[src/rtl/bldc_ctrl_pkg.sv]
package bldc_ctrl_pkg;

    // ****************************************
    // Timer and data widths
    // ****************************************
    localparam int CLK_HZ     = 25_000_000;  // Timer clock rate
    localparam int PWM_PERIOD = 1024;        // Timer counts per PWM period
    localparam int CNT_W      = 10;          // PWM counter width
    localparam int DUTY_W     = 11;          // Duty value width
    localparam int ADC_W      = 12;          // ADC sample width
    localparam int VEL_FRAC   = 16;          // Fraction bits of velocity
    localparam int VEL_W      = 40;          // Velocity accumulator width
    localparam int SPD_W      = 24;          // Integer mHz speed width
    localparam int DIST_W     = 32;          // Rotor distance width
    localparam int INTEG_W    = 24;          // Back-EMF integral width
    localparam int SET_W      = 16;          // Width of count settings
    localparam int SECTORS    = 6;           // Commutation states

    // ****************************************
    // Derived open-loop scale factors
    // ****************************************
    // Velocity gain per PWM period for 1 Hz/s, in mHz << VEL_FRAC
    localparam longint ACCEL_SCALE_L =
        (longint'(1000) * (longint'(1) << VEL_FRAC) * PWM_PERIOD) / CLK_HZ;
    localparam logic [VEL_W-1:0] ACCEL_SCALE = VEL_W'(ACCEL_SCALE_L);
    // Distance (mHz times periods) for one sixth of an electrical cycle
    localparam longint STEP_DIST_L =
        (longint'(1000) * CLK_HZ) / (longint'(SECTORS) * PWM_PERIOD);
    localparam logic [DIST_W-1:0] STEP_DIST = DIST_W'(STEP_DIST_L);
    localparam logic [CNT_W-1:0] CNT_LAST = CNT_W'(PWM_PERIOD - 1);
    localparam logic [2:0] SECTOR_LAST = 3'(SECTORS - 1);

    // ****************************************
    // Controller states and ADC channels
    // ****************************************
    typedef enum logic [3:0] {
        ST_IDLE   = 4'h1,
        ST_ALIGN  = 4'h2,
        ST_OPEN   = 4'h4,
        ST_CLOSED = 4'h8
    } state_t;

    typedef enum logic [1:0] {
        CH_BACK_EMF_VOLTAGE   = 2'h0,
        CH_SUPPLY = 2'h1,
        CH_CMD    = 2'h2
    } chan_t;

endpackage

[src/rtl/sensorless_bldc_startup_ctrl.sv]
`timescale 1ns/1ps
`default_nettype none

// Notes on behaviour
// - Alignment drives the chosen align sector; open loop starts from it.
// - Alignment holds the phases energised for the programmed hold periods.
// - Open loop raises velocity by the acceleration rate and distance by the speed.
// - At each open-loop step compare velocity with handover speed.
// - Open loop loads velocity from the initial setting; zero allowed.
// - Closed loop sums back-EMF samples, commutates at the integral limit.
// - Only samples beyond half supply are summed.
// - Duty changes only after ramp-delay PWM periods have elapsed.
// - Each ramp tick moves duty by the ramp step toward target.
// - After closed-loop commutation ignore back-EMF for blank periods.
// - Back-EMF sample is triggered a set count before PWM edge.
// - A command above maximum duty clamps target to maximum.
// - Once running, a command below minimum-off sets target to zero.
// - Start only after the command exceeds the minimum-on setting.
// - Open loop uses the fixed start-up duty, ignoring the command.
// - Sample trigger from PWM timer; control steps on each period event.
// - Each state drives one high and one low FET, third floats.
// - During blanking the ADC samples supply and command instead.
module sensorless_bldc_startup_ctrl
    import bldc_ctrl_pkg::*;
(
    input  wire logic              clk_in,
    input  wire logic              resetn_in,
    input  wire logic [2:0]        align_sector_in,
    input  wire logic [SET_W-1:0]  align_hold_in,
    input  wire logic [SET_W-1:0]  open_loop_speed_increment_in,
    input  wire logic [SPD_W-1:0]  closed_loop_handover_speed_in,
    input  wire logic [SPD_W-1:0]  open_loop_initial_speed_in,
    input  wire logic [INTEG_W-1:0] integral_commutate_limit_in,
    input  wire logic [SET_W-1:0]  ramp_delay_in,
    input  wire logic [DUTY_W-1:0] ramp_step_in,
    input  wire logic [SET_W-1:0]  blank_periods_in,
    input  wire logic [CNT_W-1:0]  sample_lead_in,
    input  wire logic [DUTY_W-1:0] max_duty_in,
    input  wire logic [DUTY_W-1:0] min_off_duty_in,
    input  wire logic [DUTY_W-1:0] min_on_duty_in,
    input  wire logic [DUTY_W-1:0] startup_duty_in,
    input  wire logic              adc_valid_in,
    input  wire logic [ADC_W-1:0]  adc_data_in,
    output logic [2:0]             high_gate_out,
    output logic [2:0]             low_gate_out,
    output logic                   adc_trigger_out,
    output logic [1:0]             adc_channel_out,
    output logic [1:0]             float_phase_out,
    output logic [3:0]             state_out,
    output logic [2:0]             sector_out,
    output logic [DUTY_W-1:0]      duty_out,
    output logic                   commutate_out
);

    // ****************************************
    // Helper functions
    // ****************************************
    // High-side and low-side enables {hs, ls} per sector
    function automatic logic [5:0] sector_drive(input logic [2:0] s);
        unique case (s)
            3'h0:    sector_drive = {3'h1, 3'h2};
            3'h1:    sector_drive = {3'h1, 3'h4};
            3'h2:    sector_drive = {3'h2, 3'h4};
            3'h3:    sector_drive = {3'h2, 3'h1};
            3'h4:    sector_drive = {3'h4, 3'h1};
            3'h5:    sector_drive = {3'h4, 3'h2};
            default: sector_drive = 6'h00;
        endcase
    endfunction

    // Index of the floating phase per sector
    function automatic logic [1:0] float_of(input logic [2:0] s);
        unique case (s)
            3'h0, 3'h3: float_of = 2'h2;
            3'h1, 3'h4: float_of = 2'h1;
            default:    float_of = 2'h0;
        endcase
    endfunction

    function automatic logic [2:0] next_sector(input logic [2:0] s);
        next_sector = (s >= SECTOR_LAST) ? 3'h0 : s + 3'h1;
    endfunction

    // ****************************************
    // State
    // ****************************************
    state_t              state_q, state_d;
    chan_t               chan_q, chan_d;
    logic [CNT_W-1:0]    cnt_q, cnt_d;
    logic [DUTY_W-1:0]   duty_q, duty_d;
    logic [DUTY_W-1:0]   target_q, target_d;
    logic [2:0]          sector_q, sector_d;
    logic [SET_W-1:0]    hold_q, hold_d;
    logic [SET_W-1:0]    ramp_q, ramp_d;
    logic [SET_W-1:0]    blank_q, blank_d;
    logic [VEL_W-1:0]    vel_q, vel_d;
    logic [DIST_W-1:0]   dist_q, dist_d;
    logic [INTEG_W-1:0]  integ_q, integ_d;
    logic [ADC_W-1:0]    supply_q, supply_d;
    logic                alt_q, alt_d;
    logic                comm_q, comm_d;
    logic                trig_q, trig_d;
    logic [2:0]          hi_q, hi_d;
    logic [2:0]          lo_q, lo_d;
    logic                period_evt;
    logic [SPD_W-1:0]    speed;
    logic [ADC_W-1:0]    half_supply;
    logic [ADC_W-1:0]    excess;
    logic                beyond_half;
    logic [INTEG_W-1:0]  integ_sum;
    logic [CNT_W-1:0]    trig_point;
    logic                running;

    // Period event and derived values
    assign period_evt  = (cnt_q == CNT_LAST);
    assign speed       = vel_q[VEL_FRAC +: SPD_W];
    assign half_supply = supply_q >> 1;
    assign running     = (state_q != ST_IDLE);
    // Rising back-EMF on odd sectors, falling on even sectors
    assign beyond_half = sector_q[0] ? (adc_data_in > half_supply)
                                     : (adc_data_in < half_supply);
    assign excess      = sector_q[0] ? adc_data_in - half_supply
                                     : half_supply - adc_data_in;
    assign integ_sum   = integ_q + INTEG_W'(excess);
    assign trig_point  = (duty_q > DUTY_W'(sample_lead_in))
                         ? CNT_W'(duty_q - DUTY_W'(sample_lead_in))
                         : '0;

    // ****************************************
    // PWM timer, sample trigger and gates
    // ****************************************
    always_comb begin
        logic [5:0] drv;
        drv   = sector_drive(sector_q);
        cnt_d = period_evt ? '0 : cnt_q + CNT_W'(1);
        trig_d = running && (cnt_q == trig_point);
        if (running) begin
            // One high side pulsed, one low side on, third floats
            hi_d = (DUTY_W'(cnt_q) < duty_q) ? drv[5:3] : 3'h0;
            lo_d = drv[2:0];
        end else begin
            hi_d = 3'h0;
            lo_d = 3'h0;
        end
    end

    always_ff @(posedge clk_in) begin
        if (!resetn_in) begin
            cnt_q  <= '0;
            trig_q <= 1'b0;
            hi_q   <= 3'h0;
            lo_q   <= 3'h0;
        end else begin
            cnt_q  <= cnt_d;
            trig_q <= trig_d;
            hi_q   <= hi_d;
            lo_q   <= lo_d;
        end
    end

    // ****************************************
    // Control sequencer
    // ****************************************
    always_comb begin
        state_d  = state_q;
        chan_d   = chan_q;
        duty_d   = duty_q;
        target_d = target_q;
        sector_d = sector_q;
        hold_d   = hold_q;
        ramp_d   = ramp_q;
        blank_d  = blank_q;
        vel_d    = vel_q;
        dist_d   = dist_q;
        integ_d  = integ_q;
        supply_d = supply_q;
        alt_d    = alt_q;
        comm_d   = 1'b0;

        // Supply and command samples
        if (adc_valid_in && chan_q == CH_SUPPLY) begin
            supply_d = adc_data_in;
        end
        if (adc_valid_in && chan_q == CH_CMD) begin
            if (adc_data_in > ADC_W'(max_duty_in)) begin
                target_d = max_duty_in;
            end else if (running
                         && adc_data_in < ADC_W'(min_off_duty_in)) begin
                target_d = '0;
            end else begin
                target_d = DUTY_W'(adc_data_in);
            end
        end

        unique case (state_q)
            ST_IDLE: begin
                duty_d = '0;
                if (adc_valid_in && chan_q == CH_CMD
                    && adc_data_in > ADC_W'(min_on_duty_in)) begin
                    state_d  = ST_ALIGN;
                    sector_d = align_sector_in;
                    duty_d   = startup_duty_in;
                    hold_d   = '0;
                end
            end
            ST_ALIGN: begin
                duty_d = startup_duty_in;
                if (period_evt) begin
                    hold_d = hold_q + SET_W'(1);
                    if (hold_q + SET_W'(1) >= align_hold_in) begin
                        state_d = ST_OPEN;
                        vel_d   = VEL_W'(open_loop_initial_speed_in)
                                  << VEL_FRAC;
                        dist_d  = '0;
                    end
                end
            end
            ST_OPEN: begin
                duty_d = startup_duty_in;
                if (period_evt) begin
                    vel_d  = vel_q + VEL_W'(open_loop_speed_increment_in)
                                     * ACCEL_SCALE;
                    dist_d = dist_q + DIST_W'(speed);
                    if (dist_d >= STEP_DIST) begin
                        dist_d   = dist_d - STEP_DIST;
                        sector_d = next_sector(sector_q);
                        comm_d   = 1'b1;
                        if (speed >= closed_loop_handover_speed_in) begin
                            state_d = ST_CLOSED;
                            integ_d = '0;
                            blank_d = blank_periods_in;
                            ramp_d  = '0;
                            duty_d  = duty_q;
                        end
                    end
                end
            end
            ST_CLOSED: begin
                if (period_evt) begin
                    if (blank_q != '0) begin
                        blank_d = blank_q - SET_W'(1);
                    end
                    ramp_d = ramp_q + SET_W'(1);
                    if (ramp_q + SET_W'(1) >= ramp_delay_in) begin
                        ramp_d = '0;
                        if (target_q > duty_q) begin
                            duty_d = (target_q - duty_q > ramp_step_in)
                                     ? duty_q + ramp_step_in
                                     : target_q;
                        end else if (target_q < duty_q) begin
                            duty_d = (duty_q - target_q > ramp_step_in)
                                     ? duty_q - ramp_step_in
                                     : target_q;
                        end
                    end
                    if (duty_q == '0 && target_q == '0) begin
                        state_d = ST_IDLE;
                    end
                end
                // Integrate floating-phase back-EMF outside blanking
                if (adc_valid_in && chan_q == CH_BACK_EMF_VOLTAGE && blank_q == '0
                    && beyond_half) begin
                    integ_d = integ_sum;
                    if (integ_sum >= integral_commutate_limit_in) begin
                        integ_d  = '0;
                        sector_d = next_sector(sector_q);
                        comm_d   = 1'b1;
                        blank_d  = blank_periods_in;
                    end
                end
            end
        endcase

        // Pick the next ADC channel at each period boundary
        if (period_evt) begin
            if (state_d == ST_CLOSED && blank_d == '0) begin
                chan_d = CH_BACK_EMF_VOLTAGE;
            end else begin
                alt_d  = ~alt_q;
                chan_d = alt_q ? CH_CMD : CH_SUPPLY;
            end
        end
    end

    always_ff @(posedge clk_in) begin
        if (!resetn_in) begin
            state_q  <= ST_IDLE;
            chan_q   <= CH_SUPPLY;
            duty_q   <= '0;
            target_q <= '0;
            sector_q <= 3'h0;
            hold_q   <= '0;
            ramp_q   <= '0;
            blank_q  <= '0;
            vel_q    <= '0;
            dist_q   <= '0;
            integ_q  <= '0;
            supply_q <= '0;
            alt_q    <= 1'b0;
            comm_q   <= 1'b0;
        end else begin
            state_q  <= state_d;
            chan_q   <= chan_d;
            duty_q   <= duty_d;
            target_q <= target_d;
            sector_q <= sector_d;
            hold_q   <= hold_d;
            ramp_q   <= ramp_d;
            blank_q  <= blank_d;
            vel_q    <= vel_d;
            dist_q   <= dist_d;
            integ_q  <= integ_d;
            supply_q <= supply_d;
            alt_q    <= alt_d;
            comm_q   <= comm_d;
        end
    end

    // Outputs
    assign high_gate_out   = hi_q;
    assign low_gate_out    = lo_q;
    assign adc_trigger_out = trig_q;
    assign adc_channel_out = chan_q;
    assign float_phase_out = float_of(sector_q);
    assign state_out       = state_q;
    assign sector_out      = sector_q;
    assign duty_out        = duty_q;
    assign commutate_out   = comm_q;
endmodule

`default_nettype wire

[config.mk]
export PLATFORM = sky130hd
export DESIGN_NAME = sensorless_bldc_startup_ctrl
export DESIGN_NICKNAME = d
export VERILOG_FILES = /design/src/rtl/bldc_ctrl_pkg.sv /design/src/rtl/sensorless_bldc_startup_ctrl.sv
export SDC_FILE = /design/constraint.sdc
export NUM_CORES = 1
export LEC_CHECK = 0
export BUFFER_PORTS_ARGS = -buffer_cell sky130_fd_sc_hd__buf_2
export CAP_MARGIN = 30
export CORE_ASPECT_RATIO = 0.75
export CORE_UTILIZATION = 38
export CTS_CLUSTER_SIZE = 14
export DETAILED_ROUTE_END_ITERATION = 8
export GPL_TIMING_DRIVEN = 0
export PLACE_DENSITY = 0.66
export SETUP_SLACK_MARGIN = 0.4
export SLEW_MARGIN = 20
export SYNTH_ARGS = -nofsm -noshare
export SYNTH_HDL_FRONTEND = slang
export SYNTH_SLANG_ARGS = --single-unit
[constraint.sdc]
create_clock -name clk_in -period 13.3 [get_ports clk_in]
set_input_delay 1.33 -clock clk_in [delete_from_list [all_inputs] [get_ports clk_in]]
set_output_delay 1.33 -clock clk_in [all_outputs]
set_load 0.005 [all_outputs]
==> reports/metrics.yaml <==
timing:
  fin_setup_tns_ps: 0
  period_share_pct: 69.84
  setup_viol: 0
  max_freq_ghz: 0.1077
  drv_slew: 0
  whs_ps: 464.3
  finalHoldViolCount: 0
  fin_crit_ps: 9289
  layout_setup_ws_ps: 4011
  tightest_slew_ps: 1015
  rsz0062_at_grt: "no"
  skew_ps: 38.30
  slew_headroom_pct: 32.34
yosys:
  synth_top_family_by_area: "adder cells"
  syn_area_mm2: 0.02383
  syn_inst: 3078
  synth_area_leaders: "ha_1, dfxtp_1, fa_1"
  netlist-cell-type-count: 88
  syn_area_per_cell_um2: 7.741
  synth_nets: 3747
  synthAdderAreaFrac_pct: 25.96
  ys_seq_elements: 203
  synth_compound_area_share_pct: 23.76
  yosys_most_used_dff: "dfxtp_1"
  synth_top_cell_area_share_pct: 19.75
  yosysTopAreaCell: "ha_1"
  async_flop_share_pct: 0
  synth_xor_area_share_pct: 7.279
  ys_seq_area_share_pct: 17.06
  synthTopCellsByCount: "ha_1, inv_1, nor2_1"
  synth_edf_count: 0
  yosysMostFrequentCell: "ha_1"
  synth_simple_gate_area_share_pct: 17.83
  synthMuxAreaShare_pct: 0.8613
  yosysWarningCount: 0
setup_path:
  critPathMostFrequentCell: "o21ai_0"
  rr_worst_depth: 29
  endpoint: "adc_channel_out[0]$_SDFFE_PN1P_"
  cp-start-kind: "primary input"
  crit_type: "in2reg"
  worstPathArrival_ps: 9760
  r2r-start: "sector_out[0]$_SDFFE_PN0P_"
  critPathMaxStageDelay_ps: 630
  critPathLaunch: "adc_data_in[1]"
  r2r_slack_ps: 4480
  r2r_end: "adc_channel_out[0]$_SDFFE_PN1P_"
  crit_slowest_cell: "nor3b_1"
  cp.required_ps: 13770
  endpoint_kind: "register"
  cp_max_fo: 7
floorplan:
  rows: 79
  die_h_um: 218.9
  die-area_mm2: 0.06371
  start_util_pct: 38.44
  pin_count: 249
  coreArea_mm2: 0.06198
  dieWidth_um: 291.1
cts:
  holdBufCountCts: 0
  numCtsBuffers: 27
  clk_latency_ps: 580
  htreeDepth: 1
  cts_resized: 0
  cts_buffer_depth: 3
  root_buffer: "clkbuf_16"
  cts.sink_count: 203
  cts_setup_buffers: 0
  cts_tree: "built"
  clk_pin_slew_ps: 60
detailed_routing:
  drc: 0
  drt-total-wl_mm: 74.58
  drt_iter0_drc: 1920
  vias_per_cell: 5.427
  dr.pass1.iters: 6
  wl_per_cell_um: 17.80
  via_count: 22740
  ant_nets: 0
grt:
  grt_pass1_vias: 20770
  grt_max_degree: 15
  grt_use_total_pct: 22.88
  grt_pass1_wl_mm: 116.4
  grt_overflow: 0
  grt_antenna_before_repair: 12
placed_design:
  place_inst: 4137
  place_congestion: 0.9344
  numPortBuffers: 247
  dp_slack_ps: 3576
  dp_hpwl_mm: 60.54
  postPlaceCellArea_mm2: 0.02612
hold_path:
  holdPathStages: 2
  hold_class: "reg2reg"
job:
  cap_violations: 0
power_and_ir_drop:
  p_per_area_mw_per_mm2: 105.7
  power_leakage_nw: 12.92
  vdd_drop_max_v: 0.0001371
layout:
  final_nets: 4026
  syn_to_final_growth_pct: 13.14
  fillers: 6258
  fin_cells: 4191
  layout-drive-gt1-share_pct: 9.784
  final_area_mm2: 0.02696
run_status:
  status: "complete, no violations"
[layer usage]
metal	share of wire, %	routed length [um]	track usage, %	up-vias
met5	0.086	64	0	-
met1	49	36910	33.87	10450
met4	3.0	2243	6.843	10
met3	7.6	5653	4.213	116
li1	-	-	-	11460
met2	40	29710	33.18	706
[sequential cells by signal, summed over array words and instances, names as in the netlist, 2 cells and up]
signal,count
hold_q,16
blank_q,16
duty_out,11
high_gate_out,3
sector_out,3
adc_channel_out,2
target_q,11
state_out,4
vel_q,38
low_gate_out,3
dist_q,32
supply_q,11
cnt_q,10
integ_q,24
ramp_q,16
[cell families after synthesis]
kind of cell | after synthesis
AO/OA/AOI/OAI | 879
AND/OR/NAND/NOR | 871
buffers and inverters | 457
adder cells (fa/ha/maj) | 450
flip-flops | 203
XOR/XNOR | 198
multiplexers | 20
[layout make-up]
type                       instances  area [um^2]  share of cell area (%)
sequential                       203         4064                   15.08
inverter                         346         1299                   4.818
clock inverter                     7        55.05                  0.2042
antenna                            8        20.02                 0.07426
timing repair buffer             250         1270                   4.711
buffer                           111        427.9                   1.587
tap                              810         1013                   3.760
multi-input combinational       2418        18050                   66.96
clock buffer                      38        757.0                   2.808
[through the flow]
step	power, mW	utilization (%)
global placement	2.121	42.07
CTS	2.850	43.45
detailed placement	2.139	42.14
global route	3.089	43.48
floorplan	1.795	-
finish	2.849	43.50
[how the worst min path moves through the flow]
stage,startpoint,end,slack [ps]
2_1_floorplan,alt_q$_SDFFE_PN0P_,alt_q$_SDFFE_PN0P_,430
3_3_place_gp,alt_q$_SDFFE_PN0P_,alt_q$_SDFFE_PN0P_,440
3_5_place_dp,alt_q$_SDFFE_PN0P_,alt_q$_SDFFE_PN0P_,450
4_1_cts,alt_q$_SDFFE_PN0P_,alt_q$_SDFFE_PN0P_,460
5_1_grt,hold_q[15]$_SDFFE_PN0P_,hold_q[15]$_SDFFE_PN0P_,480
6_report,alt_q$_SDFFE_PN0P_,alt_q$_SDFFE_PN0P_,460
[cell usage in the layout (no fill, tap or decap), drive strengths merged, types with 8 or more instances in the layout]
master and n:
nand4 31, nand2b 25, buf 264, nand3b 32
o211a 10, nor4 21, nor2 294, a311oi 9
fa 74, o21bai 27, xor2 92, mux2i 16
a22oi 54, a21boi 19, dfxtp 203, o21ai 188
clkbuf 135, o21a 36, nor2b 29, ha 376
o31ai 8, and4 9, a31oi 31, and3 41
nand2 174, nand3 87, diode 8, nor3 56
a21oi 269, nor3b 14, inv 346, a21o 83
xnor2 106, or3 21, and2 14, o211ai 12
a211oi 46
[critical path: cells and delay by family]
kind            cells  cell delay [ps]
fa+ha+maj           3              960
buf+inv             2              350
simple gates       11             2980
xor+xnor            2              400
compound gates     16             3730
[where the power goes]
group | internal [mW] | switching [mW]
logic | 0.674 | 0.864
clock network | 0.394 | 0.303
registers | 0.611 | 0.00288
total | 1.68 | 1.17
No activity file was read; power rests on OpenSTA's default activity.
